`src/hwr_pkg.sv`:
```
// constants and helpers shared by the hardware-register read unit
package hwr_pkg;
  localparam int          DATA_W        = 32;
  localparam int          SEL_W         = 5;
  localparam int          DEST_W        = 5;
  localparam int          CPU_NUM_W     = 10;
  localparam int          DIV_W         = 16;
  localparam logic [4:0]  SEL_CPU_NUM   = 5'h00;
  localparam logic [4:0]  SEL_SYNC_STEP = 5'h01;
  localparam logic [4:0]  SEL_COUNT     = 5'h02;
  localparam logic [4:0]  SEL_COUNT_RES = 5'h03;
  localparam logic [4:0]  SEL_RSVD_LO   = 5'h04;
  localparam logic [4:0]  SEL_RSVD_HI   = 5'h1C;
  localparam logic [4:0]  SEL_THREAD    = 5'h1D;
  localparam logic [4:0]  SEL_IMPL_A    = 5'h1E;
  localparam logic [4:0]  SEL_IMPL_B    = 5'h1F;
  localparam int          MIN_RELEASE   = 2;
  localparam logic [31:0] MASK_RST      = 32'h0000_0000;
  localparam logic [31:0] DATA_RST      = 32'h0000_0000;
  localparam logic [31:0] COUNT_RST     = 32'h0000_0000;
  localparam logic [15:0] DIV_RST       = 16'h0000;

  // selector is backed by hardware in this build
  function automatic logic hwr_implemented(input logic [4:0] sel,
                                           input logic       thread_en,
                                           input logic       impl_a_en,
                                           input logic       impl_b_en);
    logic hit;
    hit = 1'b0;
    case (sel)
      SEL_CPU_NUM, SEL_SYNC_STEP, SEL_COUNT, SEL_COUNT_RES: hit = 1'b1;
      SEL_THREAD: hit = thread_en;
      SEL_IMPL_A: hit = impl_a_en;
      SEL_IMPL_B: hit = impl_b_en;
      default:    hit = 1'b0;
    endcase
    return hit;
  endfunction
endpackage

```
`src/count_if.sv`:
```
// carrier between the read unit and its cycle counter
`timescale 1ns/100ps
interface count_if;
  logic [31:0] count;
  logic        tick;
  logic        we;
  logic [31:0] wdata;
  modport ctr  (output count, output tick, input we, input wdata);
  modport user (input count, input tick, output we, output wdata);
endinterface

```
`src/cycle_counter.sv`:
```
// cycle counter advancing once every res cycles
`timescale 1ns/100ps
module cycle_counter #(
  parameter logic [15:0] CC_RES = 16'h0001
) (
  input  wire logic i_clk,
  input  wire logic i_rst,
  count_if.ctr      cif
);
  import hwr_pkg::*;

  logic [15:0] div_r;
  logic [15:0] div_nxt;
  logic [31:0] count_r;
  logic [31:0] count_nxt;
  logic        tick;

  // a res of zero is treated as one so the counter never stalls
  assign tick = (div_r >= CC_RES - 16'h0001) || (CC_RES == 16'h0000);

  always_comb begin
    div_nxt   = tick ? DIV_RST : div_r + 16'h0001;
    count_nxt = count_r;
    if (cif.we) begin
      count_nxt = cif.wdata;
    end else if (tick) begin
      count_nxt = count_r + 32'h0000_0001;
    end
  end

  always_ff @(posedge i_clk) begin
    if (i_rst) begin
      div_r   <= DIV_RST;
      count_r <= COUNT_RST;
    end else begin
      div_r   <= div_nxt;
      count_r <= count_nxt;
    end
  end

  assign cif.count = count_r;
  assign cif.tick  = tick;
endmodule // cycle_counter

```
`src/hw_register_read_unit.sv`:
```
// execution logic for the user-mode hardware-register read instruction
// Functional notes
// - permitted read writes selected value to destination
// - per-register access from enable mask bit
// - selector 0 returns processor index
// - selector 1 returns cache sync step
// - selector 2 returns cycle counter
// - selector 3 returns counter resolution
// - selectors 4 to 28 raise exception
// - selector 29 returns thread-local word
// - selectors 30, 31 optional, else exception
// - first-release build treats instruction as reserved
// - permit when coprocessor enabled or mask set
// - exception when denied or unimplemented
`timescale 1ns/100ps
module hw_register_read_unit #(
  parameter int          ARCH_RELEASE = 2,
  parameter logic [31:0] SYNC_STEP    = 32'h0000_0000,
  parameter logic [15:0] CC_RES       = 16'h0001,
  parameter logic        THREAD_EN    = 1'b1,
  parameter logic        IMPL_A_EN    = 1'b0,
  parameter logic        IMPL_B_EN    = 1'b0,
  parameter logic [31:0] IMPL_A_VAL   = 32'h0000_0000,
  parameter logic [31:0] IMPL_B_VAL   = 32'h0000_0000
) (
  input  wire logic                          i_clk,
  input  wire logic                          i_rst,
  input  wire logic                          i_valid,
  input  wire logic [hwr_pkg::SEL_W-1:0]     i_sel,
  input  wire logic [hwr_pkg::DEST_W-1:0]    i_dest_field,
  input  wire logic                          i_cp0_enabled,
  input  wire logic [hwr_pkg::CPU_NUM_W-1:0] i_exception_base_cpu,
  input  wire logic [hwr_pkg::DATA_W-1:0]    i_thread_local_word,
  input  wire logic                          i_mask_we,
  input  wire logic [hwr_pkg::DATA_W-1:0]    i_mask_wdata,
  input  wire logic                          i_count_we,
  input  wire logic [hwr_pkg::DATA_W-1:0]    i_count_wdata,
  output logic                               o_wr_en,
  output logic [hwr_pkg::DEST_W-1:0]         o_wr_addr,
  output logic [hwr_pkg::DATA_W-1:0]         o_wr_data,
  output logic                               o_ri_exc,
  output logic                               o_done,
  output logic [hwr_pkg::DATA_W-1:0]         o_hw_read_enable_mask,
  output logic [hwr_pkg::DATA_W-1:0]         o_count
);
  import hwr_pkg::*;

  count_if cif ();

  cycle_counter #(
    .CC_RES (CC_RES)
  ) u_ctr (
    .i_clk (i_clk),
    .i_rst (i_rst),
    .cif   (cif)
  );

  logic [31:0] sel_value;

  hw_sel_mux #(
    .SYNC_STEP  (SYNC_STEP),
    .CC_RES     (CC_RES),
    .IMPL_A_VAL (IMPL_A_VAL),
    .IMPL_B_VAL (IMPL_B_VAL)
  ) u_mux (
    .i_sel    (i_sel),
    .i_cpu    (i_exception_base_cpu),
    .i_count  (cif.count),
    .i_thread (i_thread_local_word),
    .o_value  (sel_value)
  );

  logic              sel_mask_bit;
  logic [31:0]       hw_read_enable_mask_r;
  logic [31:0]       hw_read_enable_mask_nxt;
  logic              wr_en_r;
  logic              wr_en_nxt;
  logic [4:0]        wr_addr_r;
  logic [4:0]        wr_addr_nxt;
  logic [31:0]       wr_data_r;
  logic [31:0]       wr_data_nxt;
  logic              exc_r;
  logic              exc_nxt;
  logic              done_r;
  logic              done_nxt;
  logic [31:0]       count_r;
  logic              permit;
  logic              impl;
  logic              release_ok;
  logic              fault;

  // a first-release core never executes this instruction
  assign release_ok = (ARCH_RELEASE >= MIN_RELEASE);
  assign permit     = i_cp0_enabled || hw_read_enable_mask_r[i_sel];
  assign impl       = hwr_implemented(i_sel, THREAD_EN, IMPL_A_EN, IMPL_B_EN);
  assign fault      = !release_ok || !impl || !permit;
  assign sel_mask_bit = hw_read_enable_mask_r[i_sel];

  always_comb begin
    hw_read_enable_mask_nxt = i_mask_we ? i_mask_wdata : hw_read_enable_mask_r;
    wr_en_nxt               = i_valid && !fault;
    exc_nxt                 = i_valid && fault;
    done_nxt                = i_valid;
    wr_addr_nxt             = wr_addr_r;
    wr_data_nxt             = wr_data_r;
    // data and address only move on a real write, so a faulting read disturbs nothing
    if (i_valid && !fault) begin
      wr_addr_nxt = i_dest_field;
      wr_data_nxt = sel_value;
    end
  end

  always_ff @(posedge i_clk) begin
    if (i_rst) begin
      hw_read_enable_mask_r <= MASK_RST;
      wr_en_r               <= 1'b0;
      wr_addr_r             <= 5'h00;
      wr_data_r             <= DATA_RST;
      exc_r                 <= 1'b0;
      done_r                <= 1'b0;
      count_r               <= COUNT_RST;
    end else begin
      hw_read_enable_mask_r <= hw_read_enable_mask_nxt;
      wr_en_r               <= wr_en_nxt;
      wr_addr_r             <= wr_addr_nxt;
      wr_data_r             <= wr_data_nxt;
      exc_r                 <= exc_nxt;
      done_r                <= done_nxt;
      count_r               <= cif.count;
    end
  end

  assign cif.we                = i_count_we;
  assign cif.wdata             = i_count_wdata;
  assign o_wr_en               = wr_en_r;
  assign o_wr_addr             = wr_addr_r;
  assign o_wr_data             = wr_data_r;
  assign o_ri_exc              = exc_r;
  assign o_done                = done_r;
  assign o_hw_read_enable_mask = hw_read_enable_mask_r;
  // o_count lags the live counter by one cycle to stay a flop output
  assign o_count               = count_r;

  // own count of cycles between ticks, kept apart from the divider it checks
  logic [15:0]       gap_r;
  logic [15:0]       gap_nxt;

  always_comb begin
    gap_nxt = cif.tick ? 16'h0000 : gap_r + 16'h0001;
  end

  always_ff @(posedge i_clk) begin
    if (i_rst) begin
      gap_r <= 16'h0000;
    end else begin
      gap_r <= gap_nxt;
    end
  end
endmodule // hw_register_read_unit

```
`src/hw_sel_mux.sv`:
```
// value mux for the hardware-register selector
`timescale 1ns/100ps
module hw_sel_mux #(
  parameter logic [31:0] SYNC_STEP  = 32'h0000_0000,
  parameter logic [15:0] CC_RES     = 16'h0001,
  parameter logic [31:0] IMPL_A_VAL = 32'h0000_0000,
  parameter logic [31:0] IMPL_B_VAL = 32'h0000_0000
) (
  input  wire logic [hwr_pkg::SEL_W-1:0]     i_sel,
  input  wire logic [hwr_pkg::CPU_NUM_W-1:0] i_cpu,
  input  wire logic [hwr_pkg::DATA_W-1:0]    i_count,
  input  wire logic [hwr_pkg::DATA_W-1:0]    i_thread,
  output logic [hwr_pkg::DATA_W-1:0]         o_value
);
  import hwr_pkg::*;

  always_comb begin
    case (i_sel)
      SEL_CPU_NUM:   o_value = {22'h000000, i_cpu};
      SEL_SYNC_STEP: o_value = SYNC_STEP;
      SEL_COUNT:     o_value = i_count;
      SEL_COUNT_RES: o_value = {16'h0000, CC_RES};
      SEL_THREAD:    o_value = i_thread;
      SEL_IMPL_A:    o_value = IMPL_A_VAL;
      SEL_IMPL_B:    o_value = IMPL_B_VAL;
      default:       o_value = 32'h0000_0000;
    endcase
  end
endmodule // hw_sel_mux

```
`config.mk`:
```
export PLATFORM = sky130hd
export DESIGN_NAME = hw_register_read_unit
export DESIGN_NICKNAME = d
export VERILOG_FILES = /design/src/hwr_pkg.sv /design/src/count_if.sv /design/src/cycle_counter.sv /design/src/hw_register_read_unit.sv /design/src/hw_sel_mux.sv
export SDC_FILE = /design/constraint.sdc
export NUM_CORES = 1
export LEC_CHECK = 0
export ABC_AREA = 1
export BUFFER_PORTS_ARGS = -buffer_cell sky130_fd_sc_hd__buf_4
export CAP_MARGIN = 20
export CELL_PAD_IN_SITES_DETAIL_PLACEMENT = 1
export CELL_PAD_IN_SITES_GLOBAL_PLACEMENT = 1
export CORE_MARGIN = 2
export CORE_UTILIZATION = 34
export CTS_CLUSTER_DIAMETER = 100
export DETAILED_ROUTE_END_ITERATION = 8
export PLACE_DENSITY = 0.77
export SLEW_MARGIN = 10
export SYNTH_ARGS = -nofsm -noshare
export SYNTH_HDL_FRONTEND = slang
export SYNTH_SLANG_ARGS = --single-unit
```
`constraint.sdc`:
```
create_clock -name i_clk -period 2.3 [get_ports i_clk]
set_input_delay 0.46 -clock i_clk [delete_from_list [all_inputs] [get_ports i_clk]]
set_output_delay 0.46 -clock i_clk [all_outputs]
set_load 0.02 [all_outputs]
```
### After elaboration in Yosys (flattened, before gate mapping)

Cells that the tools add are included.

| cells by class | value |
|---|---|
| add/sub/neg operators | 2 |
| $mul | 0 |
| divide/modulo/power cells | 0 |
| order comparisons | 2 |
| eq/ne operators | 4 |
| shift operators | 0 |
| muxes and demuxes | 6 |
| bitwise logic cells | 0 |
| reduce and logical (&&, ||, !) cells | 11 |

Operator list:

| cell | count |
|---|---|
| $pmux W32 S4 | 1 |
| $mux W32 | 2 |
| $add A32 B1 Y32 const B | 1 |
| $add A16 B1 Y16 const B | 1 |
| $ge A16 B1 Y1 const B | 1 |
| $eq A5 B2 Y1 const B | 2 |
| $lt A5 B6 Y1 const B | 1 |
| $bmux W1 S5 | 1 |
| $eq A5 B1 Y1 const B | 1 |
| $eq A5 B5 Y1 const B | 1 |
| $logic_not A5 Y1 | 1 |
| $reduce_or A5 Y1 | 1 |
| $logic_not A1 Y1 | 3 |
| $logic_and A1 B1 Y1 | 2 |
| $logic_or A1 B1 Y1 | 2 |
| $mux W1 | 2 |
| $reduce_bool A2 Y1 | 1 |
| $reduce_or A2 Y1 | 1 |

| word-level totals | value |
|---|---|
| register bits after elaboration | 152 |
| bits in latches | 0 |
| memory bits (writable) | 0 |
| memory bits (read-only) | 0 |
| input port bits | 122 |
| output and inout bits | 104 |
| word-level logic and storage cells | 34 |
| memories kept | 0 |

### Longest topological paths before layout

Gate-level depths: netlist of the first run.

| depth | value |
|---|---|
| depth in word-level cells | 7 |
| gate-level depth with buffers | 18 |
| gate-level depth less buffers | 15 |

### Hierarchy

A second synthesis of the first run with hierarchy kept.

| second synthesis, totals | value |
|---|---|
| cell total of the unflattened synthesis | 1,148 |
| area, all modules | 7,300.8 sq um |

By module, submodules not included:

| module | times used | cells an instance | area each (sq um) | sequential area each (sq um) |
|---|---|---|---|---|
| hw_register_read_unit | 1 | 647 | 4,418.0 | 2,082.0 |
| cycle_counter | 1 | 372 | 2,129.5 | 640.6 |
| hw_sel_mux | 1 | 129 | 753.2 | 0.0 |

### Least setup slack after synthesis of the first run

OpenSTA, ideal clock, no wires.

| timing | value |
|---|---|
| path type | input-to-reg |
| from | input port i_sel[1] in the netlist's numbering |
| to | register wr_data_r[10] (netlist: o_wr_data[10]) |
| library setup time | 0.064 ns |
| data arrival time | 1.708 ns |
| required time | 2.236 ns |
| path slack | 0.528 ns |
| stages on the path | 17 |
| buffers on the path | 3 |
| cells stage by stage | buf_4 > inv_2 > nor2_1 > nand2_1 > nand2_1 > nor2_1 > nor2_1 > nor2_1 > nand2_1 > nand2_1 > nand2_2 > nand3_2 > buf_6 > buf_6 > nand2_1 > inv_1 > nor2_1 |

| between the ends | value |
|---|---|
| longest elaborated chain between the ends | 7 |
| elaborated cells between the ends (all ways) | 16 |
| those cells by class | 4 x eq/ne; 4 x mux; 8 x reduce/logical |

Ends and longest elaborated chain:

| item | RTL line | text |
|---|---|---|
| start, declared | hw_register_read_unit.sv:29 | `input wire logic [hwr_pkg::SEL_W-1:0] i_sel,` |
| $bmux W1 S5, or another cell as far along | - |  |
| $mux W1 (implied by the code) or $reduce_or A5 Y1 (tied branches) | - |  |
| $logic_or A1 B1 Y1 or $mux W1 (tied branches) | hw_register_read_unit.sv:94, hwr_pkg.sv:30 |  |
| $logic_not A1 Y1 | hw_register_read_unit.sv:96 | `assign fault = !release_ok \|\| !impl \|\| !permit;` |
| $logic_or A1 B1 Y1 | hw_register_read_unit.sv:96 |  |
| $logic_not A1 Y1 | hw_register_read_unit.sv:107 | `if (i_valid && !fault) begin` |
| $logic_and A1 B1 Y1 | hw_register_read_unit.sv:107 |  |
| end signal, assigned | hw_register_read_unit.sv:126 | `wr_data_r <= wr_data_nxt;` |
| end, declared | hw_register_read_unit.sv:80 | `logic [31:0] wr_data_r;` |

Parallel ways exist; a longest one is shown, timed or not. The select of a mux whose other input is x is not followed.
A chain may end at the register's enable or synchronous reset.

### Worst setup path in the final report of the first run

| timing | value |
|---|---|
| from | register u_ctr.count_r[2] (netlist: u_ctr.cif.count[2]) |
| to | register u_ctr.count_r[25] (netlist: u_ctr.cif.count[25]) |

| between the ends | value |
|---|---|
| longest elaborated chain between the ends | 3 |

Ends and longest elaborated chain:

| item | RTL line | text |
|---|---|---|
| start, declared | cycle_counter.sv:14 | `logic [31:0] count_r;` |
| start signal, assigned | cycle_counter.sv:37 | `count_r <= count_nxt;` |
| $add A32 B1 Y32 | cycle_counter.sv:27 | `count_nxt = count_r + 32'h0000_0001;` |
| $mux W32 | cycle_counter.sv:26 | `end else if (tick) begin` |
| $mux W32 | cycle_counter.sv:24 | `if (cif.we) begin` |

No other way between the ends. The select of a mux whose other input is x is not followed.

==> results of run 1 <==
## per-layer routing
| layer | up-vias | routed length [um] | track usage |
|---|---|---|---|
| met4 | 0 | 515 | 0.0766 |
| met3 | 36 | 1350 | 0.0487 |
| li1 | 3620 | - | - |
| met1 | 3465 | 11500 | 0.321 |
| met2 | 202 | 11500 | 0.378 |
| met5 | - | 0 | 0 |
## kinds of logic after synthesis
| group | after synthesis |
|---|---|
| AOI/OAI and AO/OA | 112 |
| xor gates and xnor gates | 14 |
| adders and majority gates | 1 |
| buffers and inverters | 273 |
| DFF | 136 |
| and+or+nand+nor | 503 |
## registers in the layout (all words and copies together), names as in the netlist
name	cells
o_count	32
o_done	1
o_hw_read_enable_mask	32
o_ri_exc	1
o_wr_addr	5
o_wr_data	32
o_wr_en	1
u_ctr.cif.count	32
## stage by stage
stage	total power [mW]	hold slack (ns)
detailed placement	3.63	0.498
floorplan	3.14	0.433
global route	6.73	0.256
global placement	3.61	0.479
CTS	6.52	0.237
finish	6.47	0.249
## final timing paths
check,endpoint,slack (ns)
setup / recovery,u_ctr.cif.count[25],0.34
hold / removal,u_ctr.cif.count[18],0.25
setup reg to reg,u_ctr.cif.count[25],0.34
hold reg to reg,u_ctr.cif.count[0],0.50
## worst min-delay path, delay by kind of cell
kind	cells	cell delay, ns
buf+inv	2	0.13
compound gates	1	0.07
## synthesized netlist by cell type, types with 8 or more instances
cell type and number:
a21oi_1 8, clkbuf_1 28, dfxtp_1 136, inv_1 218, nand2_1 202, nand3_1 32
nand4_1 46, nor2_1 201, nor3_1 11, o211ai_1 14, o21ai_0 52, o22ai_1 27
xor2_1 14
## cell usage in the layout (no fill, tap or decap), types with 2 or more instances in the layout
| cell | count |
|---|---|
| bufinv_16 | 3 |
| o211ai_1 | 14 |
| clkbuf_8 | 3 |
| nor2_1 | 201 |
| inv_2 | 4 |
| clkinvlp_4 | 5 |
| a221oi_1 | 5 |
| o21ai_0 | 52 |
| inv_1 | 218 |
| or2_2 | 4 |
| nand2_1 | 202 |
| clkbuf_16 | 17 |
| a21oi_1 | 8 |
| o22ai_1 | 27 |
| buf_12 | 4 |
| nand3_1 | 32 |
| buf_4 | 237 |
| clkinv_2 | 2 |
| nor4_1 | 5 |
| xor2_1 | 14 |
| nand4_1 | 46 |
| o221ai_1 | 3 |
| nor3_1 | 11 |
| dfxtp_1 | 136 |
## final cells by class
| class | count | area [um^2] | share of cell area |
|---|---|---|---|
| inverter | 223 | 837 | 0.0904 |
| sequential | 136 | 2720 | 0.294 |
| multi-input combinational | 630 | 2890 | 0.312 |
| tap | 265 | 332 | 0.0358 |
| clock buffer | 21 | 470 | 0.0508 |
| clock inverter | 11 | 146 | 0.0158 |
| timing repair buffer | 241 | 1860 | 0.201 |
## power by group
group	total (mW)	leakage, nW	internal (mW)	switching, mW
registers	2.60	1.12	2.49	0.111
clock network	2.88	0.287	1.79	1.10
logic	0.983	3.30	0.413	0.570
==> flow_summary_export.csv, run 1 <==
group,metric,value,unit
global_route,overflow,0,
floorplan,coreArea,19400,um^2
critical_path,worst-path-buf-inv,3,
synth,seq_area_frac_synth,0.406,
critical_path,critPathCaptureType,"register",
clock_tree,clockBufferDepth,2,
place,gp_congestion,0.880,
floorplan,row_count,51,
place,dp.cells,1495,
clock_tree,cts_made_buffers,17,
clock_tree,cts-resized-gates,0,
timing,max_freq,509,MHz
worst_hold_path,worstHoldPathType,"input pin to register",
timing,rsz0062_at_grt,"no",
critical_path,crit_chain,"nand3_1 -> inv_1 -> nand4_1 -> nor2_1 -> nand2_1 -> nand2_1 -> inv_1 -> o21ai_0 -> o211ai_1 -> inv_1",
synth,synth_top_family_by_area,"simple AND/OR/NAND/NOR gates",
detailed_routing,vias_per_cell,4.80,
clock_tree,cts-root-buf,"clkbuf_16",
clock_tree,cts_sinks,136,
finish,antenna_cells,0,
critical_path,crit_start,"u_ctr.cif.count[2]",
critical_path,crit_arrival,2.34,ns
critical_path,crit_type,"register to register",
global_route,grt_max_degree,46,
critical_path,cp.required,2.68,ns
finish,drive_gt1_frac,0.223,
floorplan,initial_core_util,0.346,
floorplan,die_w,144,um
power_and_ir_drop,power.leakage,4.70,nW
critical_path,cp_top_family,"simple AND/OR/NAND/NOR gates",
synth,synth_area_leaders,"dfxtp_1 (41%), inv_1 (12%), nand2_1 (11%)",
global_route,grt_pass1_vias,7203,
synth,yosysWarningCount,0,
worst_hold_path,holdPathStages,3,
worst_hold_path,hold_path.startpoint,"i_count_wdata[18]",
detailed_routing,routed_wl,24800,um
synth,synth_nets,1162,
timing,drv_slew,0,
critical_path,slowest_delay,0.47,ns
detailed_routing,vias,7323,
clock_tree,ctsHtreeMaxLevel,4,
floorplan,dieArea,20900,um^2
timing,skew,0.00737,ns
timing,hold_violations,0,
power_and_ir_drop,irDropWorstVdd,466,uV
timing,setup_viol,0,
place,post-place-ws,0.00902,ns
finish,area_growth,38.0,%
critical_path,slowest_stage,"dfxtp_1",
detailed_routing,drc_errors,0,
synth,synth_mux_area_frac,0,
synth,yosys.area_share.simple,0.311,
detailed_routing,avgRoutedWirePerCell,16.3,um
critical_path,worst_path_most_repeated_cell,"inv_1",
critical_path,critPathMaxFanout,6,
detailed_routing,drt_iter0_markers,420,
synth,yosys_most_used_dff,"dfxtp_1",
global_route,track_usage,0.237,
timing,fin_crit_sh,0.854,
timing,tns,0,ns
finish,fin_area,9260,um^2
job,cap_violations,0,
detailed_routing,antenna_left,0,
synth,synth-seq-cells,136,
timing,slew_headroom,0.325,
finish,num-fill-cells,2619,
synth,synth_edf_count,0,
detailed_routing,dr.pass1.iters,5,
place,hpwl,18400,um
synth,netlist_instances,1039,
synth,synth.distinct_cells,29,
critical_path,startpoint_type,"register",
place,port_buffers,225,
timing,tightest_slew,1.01,ns
critical_path,cp.depth,10,
synth,post-synth-top-area-cell,"dfxtp_1",
finish,nNetsFinal,1372,
global_route,antenna_found_initial,0,
run_status,status,"completed",
synth,synth_area,6710,um^2
synth,syn_area_per_cell,6.45,um^2
timing,period_minus_slack,1.96,ns
finish,final_cells,1527,
synth,ys_async_sr_fraction,0,
clock_tree,postCtsSetupRepairBufs,0,
synth,synth-adder-area-share,0.00187,
clock_tree,clk_pin_slew_worst_paths,0.06,ns
power_and_ir_drop,powerDensity,699,nW/um^2
floorplan,ios,226,
global_route,grt_pass1_wl,38200,um
synth,synth_xor_area_frac,0.0183,
critical_path,r2r_cells,10,
clock_tree,insertion_delay,0.43,ns
floorplan,dieHeight,144,um
clock_tree,cts_tree,"yes",
synth,synth_compound_area_frac,0.0993,
place,dpl-instance-area,8640,um^2
timing,layout_setup_ws,0.335,ns
critical_path,reg2reg_from,"u_ctr.cif.count[2]",
clock_tree,cts_hold_buf,0,
finish,final_util,0.477,
synth,synth_top_area_frac,0.406,
(Power assumes the default switching activity.)
==> run 2: changes to the inputs <==
--- a/config.mk
+++ b/config.mk
@@ -11,11 +11,12 @@
 export CELL_PAD_IN_SITES_DETAIL_PLACEMENT = 1
 export CELL_PAD_IN_SITES_GLOBAL_PLACEMENT = 1
 export CORE_MARGIN = 2
-export CORE_UTILIZATION = 34
+export CORE_UTILIZATION = 35
 export CTS_CLUSTER_DIAMETER = 100
 export DETAILED_ROUTE_END_ITERATION = 8
-export PLACE_DENSITY = 0.77
+export PLACE_DENSITY = 0.78
 export SLEW_MARGIN = 10
 export SYNTH_ARGS = -nofsm -noshare
 export SYNTH_HDL_FRONTEND = slang
+export SYNTH_HIERARCHICAL = 1
 export SYNTH_SLANG_ARGS = --single-unit
==> constraint.sdc (replaced) <==
create_clock -name i_clk -period 2.4 [get_ports i_clk]
set_input_delay 0.48 -clock i_clk [delete_from_list [all_inputs] [get_ports i_clk]]
set_output_delay 0.48 -clock i_clk [all_outputs]
set_load 0.02 [all_outputs]
==> run 2 against run 1 <==
  * Final area up 5.7%
  * Core utilization is 0.32 points higher
  * Clock skew up 0.0035 ns
  * First-iteration DRC count decreased by 14%
  * Clock power shrank 5%
  * Global-route usage is 0.77 points lower
  * Synthesized cell count is 10% higher
  * Sequential share of layout area fell by 1.6 points
  * Via count up 5.2%
  * Critical path type is now input pin to register
  * Largest cell class unchanged
  * Highest routed layer unchanged
==> flow_summary_export.csv, run 2 <==
group,metric,value,unit
critical_path,cp.required,2.71,ns
timing,slew_headroom,0.549,
timing,period_minus_slack,1.75,ns
power_and_ir_drop,irDropWorstVdd,414,uV
global_route,grt_pass1_vias,7651,
detailed_routing,drc_errors,0,
synth,yosysWarningCount,6,
critical_path,r2r_end,"u_ctr/cif.count[22]",
floorplan,ios,226,
place,gp_congestion,0.795,
critical_path,critPathMaxFanout,38,
critical_path,worst_path_most_repeated_cell,"nand2_1",
critical_path,crit_start,"i_sel[0]",
timing,tns,0,ns
finish,nNetsFinal,1469,
synth,netlist_instances,1146,
global_route,antenna_found_initial,2,
critical_path,critPathCaptureType,"register",
finish,layout_common_cells,"inv_1 (254), buf_4 (234), nand2_1 (210)",
synth,synth_nets,1269,
finish,area_growth,34.2,%
critical_path,reg2reg_from,"u_ctr/cif.count[0]",
timing,setup_viol,0,
place,dpl-instance-area,9170,um^2
global_route,track_usage,0.229,
detailed_routing,antenna_left,0,
clock_tree,clockBufferDepth,2,
finish,fin_area,9780,um^2
global_route,grt_max_degree,51,
clock_tree,ctsHtreeMaxLevel,4,
floorplan,initial_core_util,0.358,
clock_tree,clk_pin_slew_worst_paths,0.06,ns
detailed_routing,routed_wl,25200,um
floorplan,dieHeight,148,um
global_route,grt_pass1_wl,40000,um
critical_path,rrSetupSlack,0.66,ns
synth,syn_area_per_cell,6.36,um^2
critical_path,crit_chain,"buf_4 -> inv_2 -> nand2_1 -> nand3_1 -> nand3_1 -> nand3_1 -> nand2_1 -> nand2_1 -> nand3_2 -> nand3_2 -> buf_12 -> nand2_1 -> inv_1 -> nor2_1",
critical_path,crit_type,"input pin to register",
timing,tightest_slew,0.672,ns
clock_tree,postCtsSetupRepairBufs,0,
critical_path,cp_top_family,"simple AND/OR/NAND/NOR gates",
run_status,status,"completed",
clock_tree,cts_made_buffers,17,
floorplan,die_w,148,um
critical_path,cp-endpoint,"o_wr_data[16]",
timing,max_freq,571,MHz
clock_tree,cts_tree,"yes",
clock_tree,insertion_delay,0.42,ns
timing,hold_violations,0,
timing,rsz0062_at_grt,"no",
worst_hold_path,worstHoldPathType,"input pin to register",
timing,drv_slew,0,
timing,skew,0.0108,ns
place,hpwl,18900,um
clock_tree,cts_sinks,136,
clock_tree,cts-root-buf,"clkbuf_16",
power_and_ir_drop,power.leakage,4.72,nW
critical_path,slowest_delay,0.22,ns
critical_path,r2r_cells,8,
critical_path,worst-path-buf-inv,4,
critical_path,cp.depth,14,
critical_path,startpoint_type,"input pin",
detailed_routing,vias_per_cell,4.72,
worst_hold_path,holdPathStages,3,
clock_tree,cts_hold_buf,0,
synth,synth_area,7290,um^2
detailed_routing,dr.pass1.iters,4,
detailed_routing,drt_iter0_markers,360,
finish,drive_gt1_frac,0.229,
finish,final_common_cell,"inv_1",
floorplan,coreArea,20400,um^2
detailed_routing,avgRoutedWirePerCell,15.4,um
floorplan,dieArea,22000,um^2
global_route,overflow,0,
detailed_routing,vias,7706,
job,cap_violations,0,
power_and_ir_drop,powerDensity,638,nW/um^2
clock_tree,cts-resized-gates,0,
critical_path,slowest_stage,"inv_2",
timing,fin_crit_sh,0.730,
critical_path,crit_arrival,2.07,ns
place,port_buffers,225,
floorplan,row_count,52,
## run 2: cell type report
class | count | area [um^2]
clock buffers | 22 | 464
well taps | 270 | 338
fillers | 2687 | 10600
repair buffers | 240 | 1880
clock inverters | 10 | 145
flip-flops and latches | 136 | 2720
multi-input cells | 692 | 3260
inverters | 259 | 972
diodes | 2 | 5.00
## run 2: stage by stage
stage	hold slack [ns]	std cells	power, mW	worst slack [ns]	utilization
after floorplan	0.429	1146	3.08	0.663	-
after global placement	0.465	1597	3.53	0.367	0.450
after detailed placement	0.467	1597	3.55	0.284	0.450
after CTS	0.280	1629	6.30	0.644	0.480
after global routing	0.284	1631	6.52	0.463	0.480
final	0.295	1631	6.24	0.647	0.480
## run 2: tightest hold or removal path, delay by kind of cell
kind	cells	cell delay [ns]
simple gates	2	0.12
buf+inv	1	0.08
## run 2: layer usage
| layer | track usage | vias up | share of wire |
|---|---|---|---|
| met4 | 0.0719 | 0 | 0.015 |
| met2 | 0.384 | 144 | 0.49 |
| met3 | 0.0344 | 22 | 0.032 |
| met5 | 0 | - | 0 |
| li1 | - | 3895 | - |
| met1 | 0.306 | 3645 | 0.47 |
## run 2: report_power, final
group	switching (mW)	internal, mW
clock	1.04	1.70
sequential	0.116	2.39
combinational	0.581	0.418
total	1.74	4.50
## run 2: worst min path at each step
stage / from / end
after floorplan: u_ctr/cif.count[30] / o_count[30]
after global placement: u_ctr/cif.count[29] / o_count[29]
after detailed placement: o_hw_read_enable_mask[16] / o_hw_read_enable_mask[16]
after CTS: i_count_wdata[1] / u_ctr/cif.count[1]
after global routing: i_count_wdata[1] / u_ctr/cif.count[1]
final: i_mask_wdata[12] / o_hw_read_enable_mask[12]
